===== src/verilog/fevif_pkg.sv =====
// Package for the fault and event interrupt flag block.
// Assumes a single 40 MHz clock and an 8-bit register port.
`default_nettype none

package fevif_pkg;

    // ---------------------------------------------------------------
    // Register map
    // ---------------------------------------------------------------
    localparam logic [7:0] FEVIF_ADDR_STATUS = 8'h02;
    localparam logic [7:0] FEVIF_ADDR_ENABLE = 8'h03;
    localparam int         FEVIF_NUM_EVENTS  = 5;

    // ---------------------------------------------------------------
    // Field positions
    // ---------------------------------------------------------------
    localparam int FEVIF_BIT_OUTPUT_FAULT = 4;
    localparam int FEVIF_BIT_OVERHEAT     = 3;
    localparam int FEVIF_BIT_OVERVOLTAGE  = 2;
    localparam int FEVIF_BIT_SECOND_LIGHT = 1;
    localparam int FEVIF_BIT_MAIN_LIGHT   = 0;

    // ---------------------------------------------------------------
    // Reset values
    // ---------------------------------------------------------------
    localparam logic [4:0] FEVIF_STATUS_RESET = 5'h00;
    localparam logic [4:0] FEVIF_ENABLE_RESET = 5'h00;
    localparam logic [7:0] FEVIF_RDATA_RESET  = 8'h00;

    // ---------------------------------------------------------------
    // Timing
    // ---------------------------------------------------------------
    localparam int FEVIF_CLK_HZ         = 40_000_000;
    localparam int FEVIF_PULSE_GAP_NS   = 50_000;
    localparam int FEVIF_PULSE_GAP_CYC  = (FEVIF_PULSE_GAP_NS / 1000) * (FEVIF_CLK_HZ / 1_000_000);
    localparam int FEVIF_GAP_CNT_W      = 12;

    // ---------------------------------------------------------------
    // Carriers
    // ---------------------------------------------------------------
    typedef struct packed {
        logic       wrEn;
        logic       rdEn;
        logic [7:0] addr;
        logic [7:0] wdata;
    } fevif_regreq_t;

    typedef struct packed {
        logic outputFault;
        logic overheat;
        logic overvoltage;
        logic secondLight;
        logic mainLight;
    } fevif_events_t;

endpackage : fevif_pkg

`default_nettype wire


===== src/verilog/fevif_flags.sv =====
// Sticky event flags, interrupt enables and host interrupt output.
// Assumes a synchronous register port and event inputs synchronous to clk.
`default_nettype none

// Contract
// RQ1: Output short sets sticky flag bit 4
// RQ2: Overheat sets flag bit 3
// RQ3: Overvoltage sets flag bit 2
// RQ4: Second comparator change sets flag bit 1
// RQ5: Main comparator change sets flag bit 0
// RQ6: Only enabled comparators set their flags
// RQ7: Writing one clears a flag
// RQ8: Writing zero or reading leaves flags alone
// RQ9: Bit 4 enable gates output-fault interrupt
// RQ10: Output-fault flag sets even when disabled
// RQ11: Bit 3 enable gates overheat interrupt
// RQ12: Overheat flag sets even when disabled
// RQ13: Bit 2 enable gates overvoltage interrupt
// RQ14: Overvoltage flag sets even when disabled
// RQ15: Bit 1 enable gates second-light interrupt
// RQ16: Second-light flag sets even when disabled
// RQ17: Bit 0 enable gates main-light interrupt
// RQ18: Main-light flag sets even when disabled
// RQ19: Pulse option drops interrupt 50 us after clear
// RQ20: Interrupt while any flag-enable pair set
// RQ21: Bits 7 to 5 read zero, ignore writes
module fevif_flags
    import fevif_pkg::*;
#(
    parameter int GAP_CYCLES = FEVIF_PULSE_GAP_CYC
) (
    // Clock and reset
    input  wire logic          clk,
    input  wire logic          srst,
    // Register port
    input  wire fevif_regreq_t regReq,
    output logic [7:0]         regRdata,
    output logic               regRvalid,
    // Event detectors
    input  wire logic          outputFaultEvent,
    input  wire logic          overheatEvent,
    input  wire logic          overvoltageEvent,
    input  wire logic          mainLightSensorInput,
    input  wire logic          secondLightSensorInput,
    input  wire logic          mainLightCmpEnable,
    input  wire logic          secondLightCmpEnable,
    // Interrupt configuration
    input  wire logic          irqPulseMode,
    // Host interrupt and flag view
    output logic               hostIrq,
    output fevif_events_t      eventFlags
);

    // ---------------------------------------------------------------
    // Register state
    // ---------------------------------------------------------------
    logic [4:0] status_r;
    logic [4:0] status_nxt;
    logic [4:0] enable_r;
    logic [4:0] eventSet;
    logic [4:0] clearMask;
    logic [1:0] lightChanged;
    logic       statusWrite;
    logic       enableWrite;
    logic       clearPulse;
    logic       gapBusy;
    logic       pending;

    assign statusWrite = regReq.wrEn && (regReq.addr == FEVIF_ADDR_STATUS);
    assign enableWrite = regReq.wrEn && (regReq.addr == FEVIF_ADDR_ENABLE);

    // ---------------------------------------------------------------
    // Comparator change detection
    // ---------------------------------------------------------------
    fevif_edge_detect #(
        .WIDTH (2)
    ) u_light_edge (
        .clk     (clk),
        .srst    (srst),
        .level   ({secondLightSensorInput, mainLightSensorInput}),
        .enable  ({secondLightCmpEnable, mainLightCmpEnable}),
        .changed (lightChanged)
    );

    // ---------------------------------------------------------------
    // Event set and write-one-to-clear
    // ---------------------------------------------------------------
    always_comb begin
        eventSet = '0;
        eventSet[FEVIF_BIT_OUTPUT_FAULT] = outputFaultEvent; // RQ1
        eventSet[FEVIF_BIT_OVERHEAT]     = overheatEvent; // RQ2
        eventSet[FEVIF_BIT_OVERVOLTAGE]  = overvoltageEvent; // RQ3
        eventSet[FEVIF_BIT_SECOND_LIGHT] = lightChanged[1]; // RQ4
        eventSet[FEVIF_BIT_MAIN_LIGHT]   = lightChanged[0]; // RQ5
    end

    // Only bits written as one clear; upper bits are dropped
    assign clearMask = statusWrite ? regReq.wdata[4:0] : 5'h00; // RQ7

    // Set wins over a clear in the same cycle; interrupt enables never gate the set
    assign status_nxt = (status_r & ~clearMask) | eventSet; // RQ8

    always_ff @(posedge clk) begin
        if (srst) begin
            status_r <= FEVIF_STATUS_RESET;
        end else begin
            status_r <= status_nxt; // RQ10 RQ12 RQ14 RQ16 RQ18
        end
    end

    always_ff @(posedge clk) begin
        if (srst) begin
            enable_r <= FEVIF_ENABLE_RESET;
        end else if (enableWrite) begin
            enable_r <= regReq.wdata[4:0]; // RQ21
        end
    end

    // ---------------------------------------------------------------
    // Read port
    // ---------------------------------------------------------------
    always_ff @(posedge clk) begin
        if (srst) begin
            regRdata  <= FEVIF_RDATA_RESET;
            regRvalid <= 1'b0;
        end else begin
            regRvalid <= regReq.rdEn;
            case (regReq.addr)
                FEVIF_ADDR_STATUS: regRdata <= {3'b000, status_r}; // RQ21
                FEVIF_ADDR_ENABLE: regRdata <= {3'b000, enable_r};
                default:           regRdata <= FEVIF_RDATA_RESET;
            endcase
        end
    end

    // ---------------------------------------------------------------
    // Interrupt
    // ---------------------------------------------------------------
    assign pending    = |(status_nxt & enable_r); // RQ20 RQ9 RQ11 RQ13 RQ15 RQ17
    assign clearPulse = statusWrite && irqPulseMode && (regReq.wdata[4:0] != 5'h00 & status_r != 5'h00);

    fevif_gap_timer #(
        .GAP_CYCLES (GAP_CYCLES)
    ) u_gap (
        .clk   (clk),
        .srst  (srst),
        .start (clearPulse),
        .busy  (gapBusy)
    );

    always_ff @(posedge clk) begin
        if (srst) begin
            hostIrq <= 1'b0;
        end else begin
            hostIrq <= pending && !(irqPulseMode && (gapBusy || clearPulse)); // RQ19
        end
    end

    always_ff @(posedge clk) begin
        if (srst) begin
            eventFlags <= '0;
        end else begin
            eventFlags <= fevif_events_t'(status_nxt);
        end
    end

endmodule : fevif_flags

`default_nettype wire


===== src/verilog/fevif_edge_detect.sv =====
// Per-bit change detector for the light comparator outputs.
// Assumes the comparator levels are synchronous to clk.
`default_nettype none

module fevif_edge_detect
    import fevif_pkg::*;
#(
    parameter int WIDTH = 2
) (
    // Clock and reset
    input  wire logic             clk,
    input  wire logic             srst,
    // Levels in, qualified change pulses out
    input  wire logic [WIDTH-1:0] level,
    input  wire logic [WIDTH-1:0] enable,
    output logic      [WIDTH-1:0] changed
);

    logic [WIDTH-1:0] prev_r;
    logic [WIDTH-1:0] armed_r;

    genvar i;
    generate
        for (i = 0; i < WIDTH; i++) begin : g_bit
            // A disabled comparator re-arms on the level it sees, so enabling it
            // does not report a stale change.
            always_ff @(posedge clk) begin
                if (srst) begin
                    prev_r[i]  <= 1'b0;
                    armed_r[i] <= 1'b0;
                end else begin
                    prev_r[i]  <= level[i];
                    armed_r[i] <= enable[i];
                end
            end
            assign changed[i] = enable[i] && armed_r[i] && (level[i] != prev_r[i]); // RQ6
        end
    endgenerate

endmodule : fevif_edge_detect

`default_nettype wire


===== src/verilog/fevif_gap_timer.sv =====
// Down counter that holds the interrupt low after a flag clear.
// Assumes start is a one-cycle pulse.
`default_nettype none

module fevif_gap_timer
    import fevif_pkg::*;
#(
    parameter int GAP_CYCLES = FEVIF_PULSE_GAP_CYC
) (
    // Clock and reset
    input  wire logic clk,
    input  wire logic srst,
    // Control
    input  wire logic start,
    output logic      busy
);

    logic [FEVIF_GAP_CNT_W-1:0] count_r;

    always_ff @(posedge clk) begin
        if (srst) begin
            count_r <= '0;
        end else if (start) begin
            count_r <= FEVIF_GAP_CNT_W'(GAP_CYCLES);
        end else if (count_r != '0) begin
            count_r <= count_r - 1'b1;
        end
    end

    assign busy = (count_r != '0);

endmodule : fevif_gap_timer

`default_nettype wire


===== config.mk =====
export PLATFORM = sky130hd
export DESIGN_NAME = fevif_flags
export DESIGN_NICKNAME = d
export VERILOG_FILES = /design/src/verilog/fevif_pkg.sv /design/src/verilog/fevif_flags.sv /design/src/verilog/fevif_edge_detect.sv /design/src/verilog/fevif_gap_timer.sv
export SDC_FILE = /design/constraint.sdc
export NUM_CORES = 1
export LEC_CHECK = 0
export ABC_CLOCK_PERIOD_IN_PS = 2500
export BUFFER_PORTS_ARGS = -buffer_cell sky130_fd_sc_hd__buf_4
export CORE_MARGIN = 4
export CORE_UTILIZATION = 45
export CTS_CLUSTER_DIAMETER = 200
export DETAILED_ROUTE_END_ITERATION = 6
export GPL_TIMING_DRIVEN = 0
export PLACE_DENSITY = 0.7
export SLEW_MARGIN = 15
export SYNTH_ARGS = -nofsm -noshare
export SYNTH_HDL_FRONTEND = slang
export SYNTH_SLANG_ARGS = --single-unit

===== constraint.sdc =====
create_clock -name clk -period 2.5 [get_ports clk]
set_input_delay 0.25 -clock clk [delete_from_list [all_inputs] [get_ports clk]]
set_output_delay 0.25 -clock clk [all_outputs]
set_load 0.02 [all_outputs]

==> impl_metrics.yaml, run 1 <==
clock_tree:
  clk_path_buf_depth: 2
  htreeDepth: 2
  cts_hold_buf: 0
  cts_tree: "yes"
  cts.clk_slew.worst_paths_ns: 0.10
  clock_sinks: 33
  cts_resized: 0
  root_buffer: "clkbuf_4"
  post-cts-setup-buffer-count: 0
  cts-buffers-inserted: 5
  clk_latency_ns: 0.34
final_layout:
  nNetsFinal: 243
  final_util: 0.580
  num_antenna_cells: 0
  num-fill-cells: 326
  area_growth_pct: 25.2
  final_cells: 261
  design_area_sq_um: 1940
  drive_gt1_frac: 0.256
sta:
  worstMarginPinSlew_ns: 0.855
  rsz0062_at_grt: "no"
  skew_ns: 0.00367
  layout_min_cycle_time_ns: 2.07
  worst_slack_ns: 0.427
  finalHoldViolations: 0
  slew_viol_final: 0
  finalSetupViolCount: 0
  fin_crit_sh: 0.829
  setup_tns_ns: 0
  timing.fmax_ghz: 0.482
  timing.slew.headroom: 0.425
  whs_ns: 0.113
setup_path:
  cp-end-kind: "flip-flop"
  start_kind: "flip-flop"
  r2r_slack_ns: 0.43
  cp.arrival_ns: 2.29
  crit_path_cell_trace: "or4_4 -> buf_6 -> o41ai_2 -> or2_2 -> a31oi_1"
  cpPeakStageDelay_ns: 0.60
  cpMaxStageDelayCell: "o41ai_2"
  crit_type: "flip-flop to flip-flop"
  path_max_fanout: 9
  cp_data_required_time_ns: 2.72
placed_design:
  dpl.hpwl_mm: 2.71
  placed_cells: 253
  gp_congestion: 0.832
  pre_cts_ws_ns: 0.103
  port_buffers: 34
  placed_cell_area_sq_um: 1870
global_routing:
  gr-total-overflow: 0
  track_usage: 0.178
  antenna_found_initial: 0
  grt_max_degree: 11
  first_global_vias: 1405
  grt_pass1_wl_mm: 5.97
routing:
  vias_per_cell: 5.54
  dr.pass1.iters: 4
  wl_mm: 3.53
  vias: 1447
  drt_first_iter_violations: 110
  drc: 0
  routedWlPerCell_microns: 13.5
  drtAntennaViolNets: 0
pwr:
  p_int_mw: 1.15
  combinationalPowerShare: 0.420
  p_per_area_nw_per_um2: 952
  finalPower_mw: 1.84
  seq_power_share: 0.390
  p_clk_frac: 0.190
  ir_worst_vdd_mv: 0.386
  power_leakage_nw: 0.822
  p_switching_uw: 692
  switching_share: 0.375
synthesis:
  ys_types: 47
  syn_area_sq_um: 1550
  syn_area_per_cell_sq_um: 9.04
  synth-edff-count: 0
  synthCells: 171
  seq_area_frac_synth: 0.427
  async_flop_share: 0
  synth_flop_cell: "dfxtp_1"
  synth_warnings: 0
  ys_ff_latch: 33
hold_path:
  hold_class: "primary input to flip-flop"
floorplanning:
  die-area_sq_um: 4440
  start_util: 0.463
  die_y_microns: 66.6
  rows: 21
  io_pins: 43
  die-width_microns: 66.6
  core_area_sq_um: 3340
run:
  maxCapViolCount: 0
outcome:
  outcome: "finished clean"
-- final cells by class --
cell class                      count  area, sq um  area share
Buffer                             12         65.1      0.0336
Tap cell                           46         57.6      0.0297
Clock inverter                      1         5.00     0.00258
Inverter                            5         18.8     0.00969
Clock buffer                        7         65.1      0.0336
Multi-Input combinational cell    123          810       0.418
Timing Repair Buffer               34          255       0.132
Sequential cell                    33          661       0.341
-- worst paths after layout --
| check | startpoint | to | depth (start not counted) |
|---|---|---|---|
| min reg2reg | u_gap.count_r[3] | u_gap.count_r[3] | 2 |
| min | regReq[16] | regRvalid | 2 |
| max reg2reg | u_gap.count_r[4] | u_gap.count_r[7] | 5 |
| max | u_gap.count_r[4] | u_gap.count_r[7] | 5 |
-- layer usage --
layer  GRT usage  wire [microns]
met1       0.201            1530
met3      0.0472             197
met4      0.0990              82
met5           0               0
met2       0.301            1720
-- sequential cells by signal, summed over array words and instances, names as in the netlist --
register	count
status_r	4
u_light_edge.armed_r	2
hostIrq	1
u_light_edge.prev_r	2
u_gap.count_r	12
enable_r	5
regRdata	5
eventFlags	1
regRvalid	1
-- cells in the mapped netlist (2+ instances only) --
library cell	instances	area, sq um
a21oi_1	8	40.0
a22oi_1	5	37.5
a31oi_1	6	37.5
a41oi_1	2	17.5
and2_1	3	18.8
and3_1	3	18.8
buf_4	3	22.5
clkbuf_1	7	26.3
dfxtp_1	33	661
inv_1	5	18.8
mux2i_1	6	60.1
nand2_1	2	7.51
nand2b_1	2	12.5
nand3_1	3	15.0
nand4_1	3	18.8
nor2_1	23	86.3
nor2b_1	8	50.1
o21a_1	2	15.0
o21ai_0	6	30.0
o31ai_1	4	30.0
o41ai_1	4	35.0
or3_1	4	25.0
or4_1	3	22.5
xor2_1	3	26.3
-- layout by cell type (no fill, tap or decap), types with 3 or more instances in the layout --
| cell | n |
|---|---|
| clkbuf_1 | 7 |
| buf_4 | 37 |
| and3_1 | 3 |
| nand4_1 | 3 |
| conb_1 | 3 |
| or4_1 | 3 |
| clkbuf_4 | 5 |
| o21ai_0 | 6 |
| o31ai_1 | 4 |
| a22oi_1 | 5 |
| mux2i_1 | 6 |
| dfxtp_1 | 33 |
| and2_1 | 3 |
| xor2_1 | 3 |
| inv_1 | 5 |
| a31oi_1 | 6 |
| or3_1 | 4 |
| nand3_1 | 3 |
| nor2b_1 | 8 |
| o41ai_1 | 4 |
| a21oi_1 | 8 |
| nor2_1 | 23 |
-- power groups by stage --
stage | clock [mW] | combinational (mW) | sequential (mW)
final | 0.350 | 0.774 | 0.719
after global routing | 0.384 | 0.869 | 0.735
after CTS | 0.360 | 0.777 | 0.717
after detailed placement | 0 | 0.774 | 0.730
after global placement | 0 | 0.737 | 0.718
after floorplan | 0 | 0.610 | 0.712
-- cell families (layout without fill, tap and decap cells) --
family                     after synthesis  after routing  share of synthesized area
and+or+nand+nor                         67             67                      0.254
AOI/OAI and AO/OA                       42             42                      0.193
DFF                                     33             33                      0.427
buffers and inverters                   17             59                     0.0542
muxes                                    6              6                     0.0388
xor gates and xnor gates                 4              4                     0.0227
adders and majority gates                1              1                    0.00809
other                                    1              3                    0.00242
-- worst max-delay path, delay by kind of cell, from the launching register on --
family,cells,cell delay (ns)
AOI/OAI and AO/OA,2,0.67
DFF,1,0.37
and+or+nand+nor,2,0.76
buffers and inverters,1,0.15
Power figures use the tool's default switching activity.
==> run 2: changes to the inputs <==
--- a/config.mk
+++ b/config.mk
@@ -5,14 +5,14 @@
 export SDC_FILE = /design/constraint.sdc
 export NUM_CORES = 1
 export LEC_CHECK = 0
-export ABC_CLOCK_PERIOD_IN_PS = 2500
+export ABC_CLOCK_PERIOD_IN_PS = 1800
 export BUFFER_PORTS_ARGS = -buffer_cell sky130_fd_sc_hd__buf_4
 export CORE_MARGIN = 4
 export CORE_UTILIZATION = 45
 export CTS_CLUSTER_DIAMETER = 200
 export DETAILED_ROUTE_END_ITERATION = 6
 export GPL_TIMING_DRIVEN = 0
-export PLACE_DENSITY = 0.7
+export PLACE_DENSITY = 0.73
 export SLEW_MARGIN = 15
 export SYNTH_ARGS = -nofsm -noshare
 export SYNTH_HDL_FRONTEND = slang
==> constraint.sdc (replaced) <==
create_clock -name clk -period 1.8 [get_ports clk]
set_input_delay 0.18 -clock clk [delete_from_list [all_inputs] [get_ports clk]]
set_output_delay 0.18 -clock clk [all_outputs]
set_load 0.02 [all_outputs]
==> run 2 against run 1 <==
Compared with the run above: wire length grew 12%; critical path type unchanged; setup slack lost 0.48 ns; power grew 68%; the flow now finishes with violations (setup timing); count of clock-buffer cells in the layout is the same.
==> impl_metrics.yaml, run 2 (same netlist as run 1, synthesis figures left out) <==
outcome:
  outcome: "finished with violations"
  violations: "setup timing"
hold_path:
  hp-start: "regReq[16]"
  hold_class: "primary input to flip-flop"
final_layout:
  drive_gt1_frac: 0.357
  num-fill-cells: 307
  nNetsFinal: 249
  final_util: 0.635
  final_common_cell: "buf_4"
  design_area_sq_um: 2120
  regArea_sq_um: 673
  num_antenna_cells: 0
  area_growth_pct: 37.0
  largest_reg_flops: 12
  top_regs: "u_gap.count_r x12, enable_r x5, regRdata x5"
  top_register: "u_gap.count_r"
  multi_input_area_sq_um: 920
  mostFrequentLayoutCells: "45 x buf_4, 27 x dfxtp_1, 22 x nor2_1"
clock_tree:
  clock_sinks: 33
  cts_hold_buf: 0
  clk_path_buf_depth: 2
  cts_tree: "yes"
  root_buffer: "clkbuf_4"
  clk_latency_ns: 0.33
  htreeDepth: 2
  cts.clk_slew.worst_paths_ns: 0.09
  cts-buffers-inserted: 5
setup_path:
  path_max_fanout: 5
  crit_type: "flip-flop to flip-flop"
  r2r-start: "u_gap.count_r[1]"
  cpPeakStageDelay_ns: 0.59
  crit_path_cell_trace: "inv_2 -> ha_4 -> or3b_4 -> or4_4 -> xnor2_2 -> nor2_1"
  cp-end-kind: "flip-flop"
  cp-startpoint: "u_gap.count_r[1]"
  start_kind: "flip-flop"
  cpMaxStageDelayCell: "or4_4"
  cp.arrival_ns: 2.06
  cp_data_required_time_ns: 2.00
sta:
  finalHoldViolations: 0
  slew_viol_final: 0
  timing.slew.headroom: 0.599
  timing.fmax_ghz: 0.539
  rsz0062_at_grt: "yes"
  skew_ns: 0.00747
  worst_slack_ns: -0.0558
  fin_crit_sh: 1.03
  finalSetupViolCount: 5
  layout_min_cycle_time_ns: 1.86
  worstMarginPinSlew_ns: 0.598
  whs_ns: 0.0597
routing:
  drc: 0
  routedWlPerCell_microns: 14.8
  dr.pass1.iters: 4
  vias: 1509
  drt_first_iter_violations: 65
  vias_per_cell: 5.65
  wl_mm: 3.96
  drtAntennaViolNets: 0
global_routing:
  antenna_found_initial: 0
  track_usage: 0.187
  use_met2: 0.308
  use_met3: 0.0607
  first_global_vias: 1435
  use_met1: 0.213
  grt_max_degree: 11
  top_usage_layer: "met2"
  gr-total-overflow: 0
  grt_pass1_wl_mm: 6.23
floorplanning:
  core_area_sq_um: 3340
  die_y_microns: 66.6
  start_util: 0.463
  die-width_microns: 66.6
  die-area_sq_um: 4440
  io_pins: 43
  rows: 21
placed_design:
  gp_congestion: 0.912
  placed_cell_area_sq_um: 1910
  pre_cts_ws_ns: -0.591
  port_buffers: 34
  dpl.hpwl_mm: 2.68
pwr:
  power_leakage_nw: 0.895
  ir_worst_vdd_mv: 0.695
  p_per_area_nw_per_um2: 1460
run:
  maxCapViolCount: 0
-- run 2: final timing paths --
kind                                           to  depth (start not counted)  slack, ns
worst max-delay path             u_gap.count_r[0]                          6      -0.06
worst min-delay path                    regRvalid                          2       0.06
worst max register to register   u_gap.count_r[0]                          6      -0.06
worst min register to register  u_gap.count_r[11]                          2       0.53
-- run 2: repair_timing --
item,4_1_cts,5_1_grt
buffers inserted,7,3
gates resized for setup,11,8
pin swaps,3,6
setup endpoints to repair,10,18
cloned,0,0
-- run 2: layout make-up --
| class | instances | share of cell area |
|---|---|---|
| Timing Repair Buffer | 44 | 0.159 |
| Inverter | 5 | 0.00886 |
| Tap cell | 46 | 0.0272 |
| Multi-Input combinational cell | 123 | 0.434 |
| Clock buffer | 7 | 0.0307 |
| Sequential cell | 33 | 0.318 |
| Clock inverter | 1 | 0.00236 |
| Buffer | 8 | 0.0195 |
-- run 2: worst max-delay path, delay by kind of cell, from the launching register on --
family | cells | cell delay [ns]
XOR/XNOR | 1 | 0.17
adder cells (fa/ha/maj) | 1 | 0.13
buffers and inverters | 1 | 0.06
flip-flops | 1 | 0.35
AND/OR/NAND/NOR | 3 | 1.03
-- run 2: report_power, final --
part / switching [mW] / total, mW / internal (mW)
Combinational: 0.778 / 1.58 / 0.805
Clock: 0.244 / 0.471 / 0.226
Sequential: 0.166 / 1.05 / 0.882
Total: 1.19 / 3.10 / 1.91
-- run 2: layer usage --
metal / vias to the layer above / share of wire
li1: 723 / -
met1: 697 / 0.41
met2: 71 / 0.49
met3: 18 / 0.075
met4: 0 / 0.028
met5: - / 0
-- run 2: metrics by stage --
step,setup TNS (ns),total power [mW],cells
6_report,-0.167,3.10,267
5_1_grt,-0.488,3.27,267
4_1_cts,-0.103,2.87,266
3_5_place_dp,-5.97,2.22,253
3_3_place_gp,-5.30,2.16,253
2_1_floorplan,-0.0814,1.97,173
==> run 3: changes to the inputs <==
--- a/config.mk
+++ b/config.mk
@@ -5,8 +5,10 @@
 export SDC_FILE = /design/constraint.sdc
 export NUM_CORES = 1
 export LEC_CHECK = 0
+export ABC_AREA = 1
 export ABC_CLOCK_PERIOD_IN_PS = 1800
 export BUFFER_PORTS_ARGS = -buffer_cell sky130_fd_sc_hd__buf_4
+export CORE_ASPECT_RATIO = 1.25
 export CORE_MARGIN = 4
 export CORE_UTILIZATION = 45
 export CTS_CLUSTER_DIAMETER = 200
==> run 3 against run 2 <==
Compared with the run above: the run now ends clean; final area is 8.0% lower; clock power is 17% higher; non-clock buffer count shrank 11; clock skew is 0.0035 ns lower; synthesized cell count increased by 28%; count of clock-buffer cells in the layout stayed put; area after synthesis shrank 0.16%; fmax rose by 15%; register-to-register slack better by 0.24 ns; critical path type unchanged; critical endpoint is now u_gap.count_r[1]; largest cell class unchanged; largest power group unchanged; highest routed layer unchanged.
==> impl_metrics.yaml, run 3 <==
floorplanning:
  die_y_microns: 73.5
  io_pins: 43
  die-width_microns: 60.4
  start_util: 0.475
  rows: 23
  core_area_sq_um: 3250
  die-area_sq_um: 4440
routing:
  vias_per_cell: 4.93
  drtAntennaViolNets: 0
  vias: 1480
  drt_first_iter_violations: 59
  wl_mm: 3.45
  drc: 0
  dr.pass1.iters: 4
  routedWlPerCell_microns: 11.5
final_layout:
  mostFrequentLayoutCells: "52 x nand2_1, 39 x buf_4, 33 x dfxtp_1"
  top_regs: "u_gap.count_r x12, enable_r x5, regRdata x5"
  num_antenna_cells: 0
  final_util: 0.599
  top_register: "u_gap.count_r"
  final_common_cell: "nand2_1"
  drive_gt1_frac: 0.209
  final_cells: 300
  area_growth_pct: 26.3
  largest_reg_flops: 12
  design_area_sq_um: 1950
  nNetsFinal: 292
pwr:
  combinationalPowerShare: 0.408
  p_int_mw: 1.58
  p_clk_frac: 0.216
  p_per_area_nw_per_um2: 1310
  seq_power_share: 0.376
  power_leakage_nw: 0.942
  p_switching_uw: 977
  finalPower_mw: 2.56
  ir_worst_vdd_mv: 0.848
  switching_share: 0.382
sta:
  setup_tns_ns: 0
  finalSetupViolCount: 0
  slew_viol_final: 0
  layout_min_cycle_time_ns: 1.62
  finalHoldViolations: 0
  timing.slew.headroom: 0.600
  worstMarginPinSlew_ns: 0.594
  timing.fmax_ghz: 0.618
  fin_crit_sh: 0.898
  skew_ns: 0.00401
  rsz0062_at_grt: "no"
placed_design:
  port_buffers: 35
  gp_congestion: 0.852
  placed_cells: 293
  dpl.hpwl_mm: 2.62
  placed_cell_area_sq_um: 1860
clock_tree:
  clock_sinks: 33
  cts.clk_slew.worst_paths_ns: 0.06
  post-cts-setup-buffer-count: 0
  clk_path_buf_depth: 2
  root_buffer: "clkbuf_8"
  cts-buffers-inserted: 5
  htreeDepth: 2
  cts_tree: "yes"
  clk_latency_ns: 0.28
synthesis:
  syn_area_sq_um: 1540
  synthCells: 219
  netlist.area_leader.share: 0.428
  syn_area_per_cell_sq_um: 7.05
  yosys-top-cells-area: "dfxtp_1 43%, nand2_1 13%, nor2_1 7.3%, inv_1 7.1%, a21oi_1 6.8%"
  yosysMostFrequentCell: "nand2_1"
  async_flop_share: 0
  ys_ff_latch: 33
  yosys-top-cells-count: "52 x nand2_1, 33 x dfxtp_1, 30 x nor2_1"
  synth-edff-count: 0
  synth_flop_cell: "dfxtp_1"
  synth_largest_area_cell: "dfxtp_1"
  ys_types: 28
  seq_area_frac_synth: 0.428
  synth_warnings: 0
setup_path:
  cp-end-kind: "flip-flop"
  path_max_fanout: 9
  cp_data_required_time_ns: 2.02
  start_kind: "flip-flop"
  crit_type: "flip-flop to flip-flop"
  cp.arrival_ns: 1.84
global_routing:
  track_usage: 0.180
  first_global_vias: 1398
  grt_pass1_wl_mm: 5.96
  gr-total-overflow: 0
  antenna_found_initial: 0
  grt_max_degree: 11
hold_path:
  hold_class: "primary input to flip-flop"
outcome:
  outcome: "finished clean"
run:
  maxCapViolCount: 0
-- run 3: worst paths after layout --
path	start	endpoint	slack [ns]	depth (start not counted)
max	u_gap.count_r[0]	u_gap.count_r[1]	0.18	7
min	regReq[16]	regRvalid	0.1	3
max reg2reg	u_gap.count_r[0]	u_gap.count_r[1]	0.18	7
min reg2reg	enable_r[4]	regRdata[4]	0.48	2
-- run 3: area by class of cell --
| class | instances | area (sq um) |
|---|---|---|
| well taps | 37 | 46.3 |
| clock buffers | 7 | 86.3 |
| fillers | 307 | 1300 |
| repair buffers | 35 | 263 |
| inverters | 29 | 109 |
| multi-input cells | 153 | 747 |
| plain buffers | 6 | 37.5 |
| flip-flops and latches | 33 | 661 |
-- run 3: cells by family (layout without fill, tap and decap cells) --
logic type | count (synthesis) | in the layout | synth area share
AO/OA/AOI/OAI | 37 | 37 | 0.126
XOR/XNOR | 3 | 3 | 0.0170
adder cells (fa/ha/maj) | 1 | 1 | 0.00810
buffers and inverters | 35 | 77 | 0.0948
flip-flops | 33 | 33 | 0.428
other | 1 | 3 | 0.00243
AND/OR/NAND/NOR | 109 | 109 | 0.324
-- run 3: power groups by stage --
stage / combinational (mW) / clock (mW) / sequential [mW]
4_1_cts: 1.04 / 0.575 / 0.961
3_5_place_dp: 1.04 / 0 / 0.977
6_report: 1.04 / 0.551 / 0.962
3_3_place_gp: 1.01 / 0 / 0.975
2_1_floorplan: 0.832 / 0 / 0.966
5_1_grt: 1.19 / 0.597 / 0.979
-- run 3: metrics by stage --
| step | setup slack (ns) | hold WS [ns] |
|---|---|---|
| after CTS | 0.140 | 0.0875 |
| after global placement | 0.177 | 0.380 |
| final | 0.183 | 0.0998 |
| after detailed placement | 0.159 | 0.388 |
| after global routing | 0.0311 | 0.0948 |
| after floorplan | 0.310 | 0.287 |
-- run 3: what timing repair did --
item	in CTS	in global routing
endpoints found under the setup margin	0	1
resized for setup	0	1
hold buffers	0	0
-- run 3: worst max-delay path: stages (launching register included) --
cell,delay (ns)
dfxtp_1,0.31
inv_1,0.14
ha_2,0.26
nand3_4,0.11
nor2_4,0.16
nand4_4,0.18
or2_1,0.27
a21oi_2,0.13
-- run 3: metal layers --
layer	routed length [microns]	GRT usage	vias to the layer above
met4	59	0.101	0
met1	1440	0.211	660
met3	157	0.0422	5
met2	1790	0.294	33
met5	0	0	-
li1	-	-	782
